<file path="config.mk">
export PLATFORM = sky130hd
export DESIGN_NAME = sdms_top
export DESIGN_NICKNAME = d
export VERILOG_FILES = /design/src/rtl/sdms_pkg.sv /design/src/rtl/sdms_out_counter.sv /design/src/rtl/sdms_top.sv
export SDC_FILE = /design/constraint.sdc
export NUM_CORES = 1
export LEC_CHECK = 0
export BUFFER_PORTS_ARGS = -buffer_cell sky130_fd_sc_hd__buf_2
export CORE_ASPECT_RATIO = 1.25
export CORE_UTILIZATION = 50
export CTS_BUF_LIST = sky130_fd_sc_hd__clkbuf_8
export DETAILED_ROUTE_END_ITERATION = 12
export GPL_ROUTABILITY_DRIVEN = 0
export HOLD_SLACK_MARGIN = 0.1
export PLACE_DENSITY = 0.71
export SLEW_MARGIN = 10
export SYNTH_ARGS = -nofsm -noshare
export SYNTH_HDL_FRONTEND = slang
export SYNTH_SLANG_ARGS = --single-unit
</file>
<file path="constraint.sdc">
create_clock -name clk_sys -period 9.6 [get_ports clk_sys]
set_clock_uncertainty 0.15 [all_clocks]
set_input_delay 1.92 -clock clk_sys [delete_from_list [all_inputs] [get_ports clk_sys]]
set_output_delay 1.92 -clock clk_sys [all_outputs]
set_load 0.02 [all_outputs]
</file>
<file path="src/rtl/sdms_pkg.sv">
// Constants for the converter mode sequencer: register map, field layout,
// mode codes, reset values and calibration lengths.
// Assumes a 32-bit APB slave with byte addresses on an 8-bit address bus.
package sdms_pkg;

   // ****************************************************************
   // Register offsets (byte addresses)
   // ****************************************************************
   localparam logic [7:0] OFS_MODE     = 8'h00;
   localparam logic [7:0] OFS_STATUS   = 8'h04;
   localparam logic [7:0] OFS_PRI_REF  = 8'h08;
   localparam logic [7:0] OFS_AUX_CFG  = 8'h0C;
   localparam logic [7:0] OFS_AUX_A    = 8'h10;
   localparam logic [7:0] OFS_AUX_B    = 8'h14;
   localparam logic [7:0] OFS_FILTER   = 8'h18;
   localparam logic [7:0] OFS_POWER    = 8'h1C;
   localparam logic [7:0] OFS_PRI_DATA = 8'h20;
   localparam logic [7:0] OFS_AUX_DATA = 8'h24;
   localparam logic [7:0] OFS_PRI_OFS  = 8'h28;
   localparam logic [7:0] OFS_PRI_GAIN = 8'h2C;
   localparam logic [7:0] OFS_AUX_OFS  = 8'h30;
   localparam logic [7:0] OFS_AUX_GAIN = 8'h34;

   // ****************************************************************
   // Field positions
   // ****************************************************************
   localparam int MODE_LSB     = 0;
   localparam int CHOP_OFF_BIT = 3;
   localparam int AUX_EN_BIT   = 4;
   localparam int PRI_EN_BIT   = 5;
   localparam int ST_PRI_RDY   = 7;
   localparam int ST_AUX_RDY   = 6;
   localparam int ST_PRI_CAL   = 5;
   localparam int ST_AUX_CAL   = 4;
   localparam int ST_AUX_ERR   = 0;
   localparam int REF_LSB      = 6;
   localparam int AUX_REF_BIT  = 6;
   localparam int CHAN_LSB     = 0;
   localparam int PD_BIT       = 0;

   // ****************************************************************
   // Mode codes, input selections and reset values
   // ****************************************************************
   localparam logic [2:0] MD_OFF    = 3'h0;
   localparam logic [2:0] MD_IDLE   = 3'h1;
   localparam logic [2:0] MD_SINGLE = 3'h2;
   localparam logic [2:0] MD_CONT   = 3'h3;
   localparam logic [2:0] MD_IZS    = 3'h4;
   localparam logic [2:0] MD_IFS    = 3'h5;
   localparam logic [2:0] MD_SZS    = 3'h6;
   localparam logic [2:0] MD_SFS    = 3'h7;
   localparam logic [1:0] IN_PINS   = 2'h0;
   localparam logic [1:0] IN_SHORT  = 2'h1;
   localparam logic [1:0] IN_REF    = 2'h2;
   localparam logic [7:0] RST_BYTE  = 8'h00;
   localparam logic [23:0] RST_WORD = 24'h000000;

   // ****************************************************************
   // Calibration length in converter output periods
   // ****************************************************************
   localparam logic [2:0] CAL_PER_CHOP   = 3'h2;
   localparam logic [2:0] CAL_PER_NOCHOP = 3'h4;

   // Sequencer states, one-hot.
   typedef enum logic [3:0] {
      SQ_STOP = 4'b0001,
      SQ_IDLE = 4'b0010,
      SQ_CONV = 4'b0100,
      SQ_CAL  = 4'b1000
   } sdms_seq_e;

endpackage : sdms_pkg

</file>
<file path="src/rtl/sdms_out_counter.sv">
// Counter of converter output periods, used to time calibrations.
// Assumes inc is a one-cycle pulse per accepted filter output.
module sdms_out_counter #(
   parameter int W = 3
) (
   input  wire logic         clk_sys, // System clock.
   input  wire logic         rst,     // Asynchronous reset, active high.
   input  wire logic         clr,     // Restart the count.
   input  wire logic         inc,     // One output period elapsed.
   output logic [W-1:0]      cnt      // Periods counted so far.
);

   // ****************************************************************
   // Count
   // ****************************************************************
   // Clear wins over a count so a converter reset always starts at zero.
   always_ff @(posedge clk_sys or posedge rst) begin
      if (rst) begin
         cnt <= '0;
      end else if (clr) begin
         cnt <= '0;
      end else if (inc) begin
         cnt <= cnt + W'(1);
      end
   end

endmodule : sdms_out_counter

</file>
<file path="src/rtl/sdms_top.sv">
// Mode and sequencing control for a primary and an auxiliary sigma-delta
// converter, with an APB register file.
// Assumes the decimation filters deliver one-cycle result pulses with data,
// synchronous to clk_sys, and honour the filter reset outputs.
//
// The register addresses and register access over APB were chosen for this implementation.
module sdms_top #(
   parameter logic [3:0] TEMP_CHAN = 4'hF // Aux channel code of the temperature sensor.
) (
   input  wire logic        clk_sys,      // System clock, 125 MHz.
   input  wire logic        rst,          // Asynchronous reset, active high.
   input  wire logic        psel,         // APB select.
   input  wire logic        penable,      // APB access phase.
   input  wire logic        pwrite,       // APB write.
   input  wire logic [7:0]  paddr,        // APB byte address.
   input  wire logic [31:0] pwdata,       // APB write data.
   output logic      [31:0] prdata,       // APB read data.
   output logic             pready,       // APB ready.
   output logic             pslverr,      // APB error on unmapped address.
   input  wire logic        pri_out_valid, // Primary filter result pulse.
   input  wire logic [23:0] pri_out_data, // Primary filter result.
   input  wire logic        aux_out_valid, // Aux filter result pulse.
   input  wire logic [23:0] aux_out_data, // Aux filter result.
   output logic             pri_filt_rst, // Hold primary filter and modulator in reset.
   output logic             aux_filt_rst, // Hold aux filter and modulator in reset.
   output logic             mod_clk_en,   // Modulator clocks running.
   output logic             chop_en,      // Chopping on for both converters.
   output logic      [1:0]  pri_in_sel,   // Primary input: pins, short or reference.
   output logic      [1:0]  aux_in_sel,   // Aux input: pins, short or reference.
   output logic      [1:0]  ref_select_bits, // Primary reference choice.
   output logic             aux_ref_select_bit, // Aux reference choice.
   output logic      [3:0]  primary_channel_bits, // Primary channel.
   output logic      [3:0]  aux_channel_bits, // Aux channel.
   output logic      [7:0]  filter_decimation_word // Filter decimation setting.
);

   // ****************************************************************
   // State
   // ****************************************************************
   typedef struct packed {
      logic [31:0]       prdata;
      logic              pready;
      logic              pslverr;
      logic [2:0]        conv_mode_field;
      logic              chop_off;
      logic              aux_conv_enable;
      logic              primary_conv_enable;
      logic              cpu_powerdown_bit;
      logic [7:0]        primary_channel_ref_reg;
      logic [7:0]        aux_config_reg;
      logic [7:0]        aux_control_reg_a;
      logic [7:0]        aux_control_reg_b;
      logic [7:0]        sf;
      logic [23:0]       pri_data;
      logic [23:0]       aux_data;
      logic [23:0]       pri_ofs;
      logic [23:0]       pri_gain;
      logic [23:0]       aux_ofs;
      logic [23:0]       aux_gain;
      logic              pri_rdy;
      logic              aux_ready_flag;
      logic              pri_cal;
      logic              aux_cal;
      logic              aux_error_flag;
      logic              pri_done;
      logic              aux_done;
      logic              aux_wait;
      logic              pri_frst;
      logic              aux_frst;
      logic              mclk;
      logic              chop;
      logic [1:0]        pri_in;
      logic [1:0]        aux_in;
      sdms_pkg::sdms_seq_e seq;
   } sdms_state_s;

   sdms_state_s s;
   sdms_state_s next_s;
   logic        rst_both;
   logic        rst_aux;
   logic        pri_ok;
   logic        aux_ok;
   logic        pri_clr;
   logic        aux_clr;
   logic [2:0]  pri_cnt;
   logic [2:0]  aux_cnt;

   // ****************************************************************
   // Calibration period counters
   // ****************************************************************
   sdms_out_counter #(.W(3)) u_pri_cnt (
      .clk_sys (clk_sys),
      .rst     (rst),
      .clr     (pri_clr),
      .inc     (pri_ok),
      .cnt     (pri_cnt)
   );

   sdms_out_counter #(.W(3)) u_aux_cnt (
      .clk_sys (clk_sys),
      .rst     (rst),
      .clr     (aux_clr),
      .inc     (aux_ok),
      .cnt     (aux_cnt)
   );

   // ****************************************************************
   // Next state
   // ****************************************************************
   // One process holds the bus, the resets and the sequencing so that the
   // priority between a software write and a completion is explicit.
   always_comb begin
      logic       acc;
      logic       wr;
      logic       hold;
      logic [2:0] md;
      logic [2:0] last;
      logic       pri_last;
      logic       aux_last;
      logic       pri_fin;
      logic       aux_fin;
      acc      = 1'b0;
      wr       = 1'b0;
      hold     = 1'b0;
      md       = 3'h0;
      last     = 3'h0;
      pri_last = 1'b0;
      aux_last = 1'b0;
      pri_fin  = 1'b0;
      aux_fin  = 1'b0;
      next_s   = s;
      rst_both = 1'b0;
      rst_aux  = 1'b0;
      next_s.pready  = 1'b0;
      next_s.pslverr = 1'b0;
      acc = psel & penable & s.pready;
      wr  = acc & pwrite;

      // One wait state: read data and error are loaded with pready.
      if (psel && penable && !s.pready) begin
         next_s.pready  = 1'b1;
         next_s.prdata  = 32'h00000000;
         case (paddr)
            sdms_pkg::OFS_MODE: begin
               next_s.prdata[sdms_pkg::MODE_LSB +: 3] = s.conv_mode_field;
               next_s.prdata[sdms_pkg::CHOP_OFF_BIT]  = s.chop_off;
               next_s.prdata[sdms_pkg::AUX_EN_BIT]    = s.aux_conv_enable;
               next_s.prdata[sdms_pkg::PRI_EN_BIT]    = s.primary_conv_enable;
            end
            sdms_pkg::OFS_STATUS: begin
               next_s.prdata[sdms_pkg::ST_PRI_RDY] = s.pri_rdy;
               next_s.prdata[sdms_pkg::ST_AUX_RDY] = s.aux_ready_flag;
               next_s.prdata[sdms_pkg::ST_PRI_CAL] = s.pri_cal;
               next_s.prdata[sdms_pkg::ST_AUX_CAL] = s.aux_cal;
               next_s.prdata[sdms_pkg::ST_AUX_ERR] = s.aux_error_flag;
            end
            sdms_pkg::OFS_PRI_REF:  next_s.prdata[7:0] = s.primary_channel_ref_reg;
            sdms_pkg::OFS_AUX_CFG:  next_s.prdata[7:0] = s.aux_config_reg;
            sdms_pkg::OFS_AUX_A:    next_s.prdata[7:0] = s.aux_control_reg_a;
            sdms_pkg::OFS_AUX_B:    next_s.prdata[7:0] = s.aux_control_reg_b;
            sdms_pkg::OFS_FILTER:   next_s.prdata[7:0] = s.sf;
            sdms_pkg::OFS_POWER:    next_s.prdata[sdms_pkg::PD_BIT] = s.cpu_powerdown_bit;
            sdms_pkg::OFS_PRI_DATA: next_s.prdata[23:0] = s.pri_data;
            sdms_pkg::OFS_AUX_DATA: next_s.prdata[23:0] = s.aux_data;
            sdms_pkg::OFS_PRI_OFS:  next_s.prdata[23:0] = s.pri_ofs;
            sdms_pkg::OFS_PRI_GAIN: next_s.prdata[23:0] = s.pri_gain;
            sdms_pkg::OFS_AUX_OFS:  next_s.prdata[23:0] = s.aux_ofs;
            sdms_pkg::OFS_AUX_GAIN: next_s.prdata[23:0] = s.aux_gain;
            default:                next_s.pslverr = 1'b1;
         endcase
      end

      // Accepted filter results; anything produced under reset is dropped.
      pri_ok = pri_out_valid & ~s.pri_frst & ~s.cpu_powerdown_bit;
      aux_ok = aux_out_valid & ~s.aux_frst & ~s.cpu_powerdown_bit & ~s.aux_wait;

      // Completion handling per sequencer state.
      last     = s.chop_off ? sdms_pkg::CAL_PER_NOCHOP : sdms_pkg::CAL_PER_CHOP;
      pri_last = pri_ok && (pri_cnt == last - 3'h1);
      aux_last = aux_ok && (aux_cnt == last - 3'h1);
      case (s.seq)
         sdms_pkg::SQ_CONV: begin
            if (pri_ok && !s.pri_done) begin
               next_s.pri_data = pri_out_data;
               next_s.pri_rdy  = 1'b1;
               next_s.pri_done = (s.conv_mode_field == sdms_pkg::MD_SINGLE);
            end
            if (aux_ok && !s.aux_done) begin
               next_s.aux_data       = aux_out_data;
               next_s.aux_ready_flag = 1'b1;
               next_s.aux_done       = (s.conv_mode_field == sdms_pkg::MD_SINGLE);
            end
         end
         sdms_pkg::SQ_CAL: begin
            md = s.conv_mode_field;
            if (pri_last && !s.pri_done) begin
               if (md[0]) begin
                  next_s.pri_gain = pri_out_data;
               end else begin
                  next_s.pri_ofs = pri_out_data;
               end
               next_s.pri_rdy  = 1'b1;
               next_s.pri_cal  = 1'b1;
               next_s.pri_done = 1'b1;
            end
            if (aux_last && !s.aux_done) begin
               // The temperature sensor cannot be calibrated; flag it instead.
               if (s.aux_config_reg[sdms_pkg::CHAN_LSB +: 4] == TEMP_CHAN) begin
                  next_s.aux_error_flag = 1'b1;
               end else begin
                  next_s.aux_cal = 1'b1;
                  if (md[0]) begin
                     next_s.aux_gain = aux_out_data;
                  end else begin
                     next_s.aux_ofs = aux_out_data;
                  end
               end
               next_s.aux_ready_flag = 1'b1;
               next_s.aux_done       = 1'b1;
            end
         end
         sdms_pkg::SQ_STOP, sdms_pkg::SQ_IDLE: begin
         end
         default: begin
         end
      endcase

      // Single conversion and calibration end in MD_OFF once every
      // enabled converter has finished.
      pri_fin = next_s.pri_done | ~s.primary_conv_enable;
      aux_fin = next_s.aux_done | ~s.aux_conv_enable;
      if ((s.conv_mode_field == sdms_pkg::MD_SINGLE || s.seq == sdms_pkg::SQ_CAL) &&
          pri_fin && aux_fin && (s.primary_conv_enable || s.aux_conv_enable)) begin
         next_s.conv_mode_field = sdms_pkg::MD_OFF;
      end

      // Register writes; a write in the same cycle as a completion wins.
      if (wr) begin
         case (paddr)
            sdms_pkg::OFS_MODE: begin
               next_s.conv_mode_field     = pwdata[sdms_pkg::MODE_LSB +: 3];
               next_s.chop_off            = pwdata[sdms_pkg::CHOP_OFF_BIT];
               next_s.aux_conv_enable     = pwdata[sdms_pkg::AUX_EN_BIT];
               next_s.primary_conv_enable = pwdata[sdms_pkg::PRI_EN_BIT];
               rst_both = 1'b1;
               if (pwdata[sdms_pkg::MODE_LSB + 2]) begin
                  next_s.pri_rdy        = 1'b0;
                  next_s.aux_ready_flag = 1'b0;
                  next_s.pri_cal        = 1'b0;
                  next_s.aux_cal        = 1'b0;
                  next_s.aux_error_flag = 1'b0;
               end
            end
            sdms_pkg::OFS_AUX_A: begin
               next_s.aux_control_reg_a = pwdata[7:0];
               rst_both = s.primary_conv_enable;
               rst_aux  = 1'b1;
            end
            sdms_pkg::OFS_AUX_B: begin
               next_s.aux_control_reg_b = pwdata[7:0];
               rst_both = s.primary_conv_enable;
               rst_aux  = 1'b1;
            end
            sdms_pkg::OFS_AUX_CFG: begin
               next_s.aux_config_reg = pwdata[7:0];
               rst_aux = 1'b1;
            end
            sdms_pkg::OFS_PRI_REF: next_s.primary_channel_ref_reg = pwdata[7:0];
            sdms_pkg::OFS_FILTER:  next_s.sf = pwdata[7:0];
            sdms_pkg::OFS_POWER: begin
               next_s.cpu_powerdown_bit = pwdata[sdms_pkg::PD_BIT];
               rst_both = s.cpu_powerdown_bit & ~pwdata[sdms_pkg::PD_BIT];
            end
            default: begin
            end
         endcase
      end

      // Converter resets and the aux alignment to the primary output cycle.
      if (rst_both) begin
         next_s.pri_done = 1'b0;
         next_s.aux_done = 1'b0;
         next_s.aux_wait = 1'b0;
      end else if (rst_aux) begin
         next_s.aux_done = 1'b0;
         // With the primary still producing, wait for its next output.
         next_s.aux_wait = (s.seq == sdms_pkg::SQ_CONV || s.seq == sdms_pkg::SQ_CAL) &&
                           s.primary_conv_enable && !s.pri_done;
      end else if (pri_ok || s.pri_frst) begin
         next_s.aux_wait = 1'b0;
      end

      // Sequencer state follows the mode field; power-down holds both converters
      // in reset and stops the modulator clocks but leaves the field untouched for the restart.
      case (next_s.conv_mode_field)
         sdms_pkg::MD_OFF:                    next_s.seq = sdms_pkg::SQ_STOP;
         sdms_pkg::MD_IDLE:                   next_s.seq = sdms_pkg::SQ_IDLE;
         sdms_pkg::MD_SINGLE, sdms_pkg::MD_CONT: next_s.seq = sdms_pkg::SQ_CONV;
         default:                             next_s.seq = sdms_pkg::SQ_CAL;
      endcase
      hold = next_s.cpu_powerdown_bit | (next_s.seq == sdms_pkg::SQ_STOP) |
             (next_s.seq == sdms_pkg::SQ_IDLE);
      next_s.pri_frst = hold | rst_both | ~next_s.primary_conv_enable |
                        next_s.pri_done;
      next_s.aux_frst = hold | rst_both | rst_aux | ~next_s.aux_conv_enable |
                        next_s.aux_done | next_s.aux_wait;
      next_s.mclk = ~next_s.cpu_powerdown_bit &
                    (next_s.conv_mode_field != sdms_pkg::MD_OFF);
      next_s.chop = ~next_s.chop_off;

      // Input routing during calibrations; system ones keep the pins.
      case (next_s.conv_mode_field)
         sdms_pkg::MD_IZS: next_s.pri_in = sdms_pkg::IN_SHORT;
         sdms_pkg::MD_IFS: next_s.pri_in = sdms_pkg::IN_REF;
         default:          next_s.pri_in = sdms_pkg::IN_PINS;
      endcase
      next_s.aux_in = next_s.pri_in;
   end

   // Period counters restart on any converter reset or outside calibration.
   assign pri_clr = rst_both | (s.seq != sdms_pkg::SQ_CAL) | s.pri_frst;
   assign aux_clr = rst_both | rst_aux | (s.seq != sdms_pkg::SQ_CAL) | s.aux_frst;

   // ****************************************************************
   // State register
   // ****************************************************************
   always_ff @(posedge clk_sys or posedge rst) begin
      if (rst) begin
         s                         <= '0;
         s.conv_mode_field         <= sdms_pkg::MD_OFF;
         s.primary_channel_ref_reg <= sdms_pkg::RST_BYTE;
         s.aux_config_reg          <= sdms_pkg::RST_BYTE;
         s.pri_data                <= sdms_pkg::RST_WORD;
         s.aux_data                <= sdms_pkg::RST_WORD;
         s.pri_frst                <= 1'b1;
         s.aux_frst                <= 1'b1;
         s.chop                    <= 1'b1;
         s.seq                     <= sdms_pkg::SQ_STOP;
      end else begin
         s <= next_s;
      end
   end

   // ****************************************************************
   // Outputs
   // ****************************************************************
   // Every output is a bit of the state register.
   assign prdata                 = s.prdata;
   assign pready                 = s.pready;
   assign pslverr                = s.pslverr;
   assign pri_filt_rst           = s.pri_frst;
   assign aux_filt_rst           = s.aux_frst;
   assign mod_clk_en             = s.mclk;
   assign chop_en                = s.chop;
   assign pri_in_sel             = s.pri_in;
   assign aux_in_sel             = s.aux_in;
   assign ref_select_bits        = s.primary_channel_ref_reg[sdms_pkg::REF_LSB +: 2];
   assign aux_ref_select_bit     = s.aux_config_reg[sdms_pkg::AUX_REF_BIT];
   assign primary_channel_bits   = s.primary_channel_ref_reg[sdms_pkg::CHAN_LSB +: 4];
   assign aux_channel_bits       = s.aux_config_reg[sdms_pkg::CHAN_LSB +: 4];
   assign filter_decimation_word = s.sf;

endmodule : sdms_top

</file>
==> results.toml <==
[clock_network]
root_buffer = "clkbuf_8"
htree_levels = 2
clockBufferDepth = 3
cts_tree = "built"
cts_setup_buffers = 0
clk-insertion-delay-late_ns = 0.55
cts.sinks = 241
cts_resized = 0
cts.clk_slew.worst_paths_ns = 0.06
hold_buffers = 0
cts_buffers = 41

[setup_path]
cp_max_fo = 38
reg2reg_depth = 6
arrival_ns = 4.59
reg2reg_to = "prdata[0]"
crit_type = "in2reg"
cp_data_required_time_ns = 9.93
rrSetupSlack_ns = 6.90
worstReg2RegStart = "pready"
start_kind = "primary input"
end_kind = "register"

[timing]
rsz0062_at_grt = "false"
slew_headroom = 0.205
finalSetupViolCount = 0
hold_viol_final = 0
layout_min_cycle_time_ns = 4.26
fin_ws_ns = 5.34
worst_pin_slew_ns = 1.19
fin_crit_sh = 0.444
tns_ns = 0
hold_slack_ns = 0.321
achievable-frequency_ghz = 0.235
slew_violations = 0

[drt]
firstDrtPassIters = 5
vias = 7803
wl_per_cell_um = 21.7
drtIter0Drc = 586
drc = 0
ant_nets = 0
wirelength_um = 28400
vias_per_cell = 5.96

[pwr]
finalPower_mw = 2.14
p_per_area_nw_per_um2 = 168
power.leakage_nw = 6.09
ir_drop_uv = 133

[die]
fp.dieW_um = 137
rows = 61
die_h_um = 171
die_area_sq_um = 23500
initial_utilization = 0.513
ios = 156
core_sq_um = 22400

[place]
dp_slack_ns = 4.83
hpwl_um = 18900
io_buffers = 123
dp.cells = 1232
place_area_sq_um = 11800

[layout]
drive_gt1_frac = 0.419
nFillCells = 1909
fin_cells = 1310
fin_util = 0.569
final_area_sq_um = 12700
fin_nets = 1089
area_growth_pct = 10.9

[logic_synthesis]
synth_cell_types = 73
synth_edf_count = 0
yosysMostFrequentCell = "dfrtp_1"
synth-warning-count = 0
netlist.area_leader.share = 0.517
synth_area_sq_um = 11500
async_reset_ff_frac = 1.00
synth_common_cells = "dfrtp_1 (237), mux2_2 (192), a22oi_1 (64), buf_4 (64), nor2_1 (51)"
synth_cells = 912
ys_seq_elements = 241
synth_top_area_cell = "dfrtp_1"
avgSynthCellArea_sq_um = 12.6
synth_area_leaders = "dfrtp_1 (52%), mux2_2 (19%), a22oi_1 (4.2%)"
synth_seq_area_share = 0.526
synth_ff_type = "dfrtp_1"

[flow_run]
drv_cap = 0

[grt]
grt-ovfl-total = 0
grt_max_degree = 96
antenna_found_initial = 4
grt.total_usage = 0.251
grt_first_pass_wirelength_um = 44400
grt_pass1_vias = 7973

[min_path]
worstHoldStart = "prdata[5]"
hold_path_depth = 1
hp-class = "reg2reg"
holdPathEnd = "prdata[5]"

[status]
status = "finished clean"
[worst max-delay path, stage by stage]
cell	delay, ns
buf_2	0.38
or4b_1	0.73
nor2_2	0.85
a221oi_1	0.28
a31oi_1	0.30
a21o_1	0.11
[worst max-delay path by stage]
| stage | start | end | cells after the start |
|---|---|---|---|
| floorplan | rst | aux_channel_bits[0] | 1 |
| global placement | paddr[4] | prdata[4] | 6 |
| detailed placement | paddr[4] | prdata[4] | 6 |
| CTS | paddr[4] | prdata[4] | 6 |
| global route | paddr[4] | prdata[4] | 6 |
| finish | paddr[4] | prdata[4] | 6 |
[kinds of logic after synthesis]
| family | after synthesis | share of synthesized area |
|---|---|---|
| flip-flops | 241 | 0.526 |
| multiplexers | 208 | 0.204 |
| AND/OR/NAND/NOR | 187 | 0.0989 |
| AO/OA/AOI/OAI | 160 | 0.0999 |
| buffers and inverters | 107 | 0.0642 |
| XOR/XNOR | 6 | 0.00458 |
| adder cells (fa/ha/maj) | 2 | 0.00218 |
| other | 1 | 0.000327 |
[per-layer routing]
| metal | vias to the layer above | GRT usage | wire length, um |
|---|---|---|---|
| met5 | - | 0 | 10 |
| met4 | 2 | 0.105 | 930 |
| met3 | 68 | 0.0501 | 1910 |
| met2 | 319 | 0.416 | 14000 |
| met1 | 3939 | 0.318 | 11500 |
| li1 | 3475 | - | - |
[where the power goes]
| group | total, mW | internal, mW | switching, mW |
|---|---|---|---|
| registers | 1.04 | 1.03 | 0.0110 |
| clock network | 0.962 | 0.545 | 0.417 |
| logic | 0.129 | 0.0386 | 0.0900 |
| total | 2.14 | 1.62 | 0.518 |
[area by class of cell]
cell class,instances,area (sq um),share of cell area
inverters,6,30.0,0.00236
repair buffers,131,676,0.0531
flip-flops and latches,241,6040,0.475
well taps,283,354,0.0278
diodes,3,7.51,0.000590
clock inverters,20,134,0.0105
multi-input cells,571,4720,0.371
clock buffers,55,757,0.0595
[registers in the layout, indices dropped and copies added, names as in the netlist]
register / flops
u_pri_cnt.cnt: 3
filter_decimation_word: 8
pri_filt_rst: 1
u_aux_cnt.cnt: 3
s: 184
chop_en: 1
aux_in_sel: 2
aux_filt_rst: 1
aux_ref_select_bit: 1
mod_clk_en: 1
ref_select_bits: 2
pready: 1
prdata: 24
pslverr: 1
primary_channel_bits: 4
aux_channel_bits: 4
[layout by cell type (no fill, tap or decap), drive strengths merged, types with 17 or more instances in the layout]
cell      n
nand2    40
o21ai    17
a22oi    65
a21oi    24
buf     131
inv      18
mux2    192
dfrtp   237
clkbuf   55
nor2     59
(Power assumes the default switching activity.)
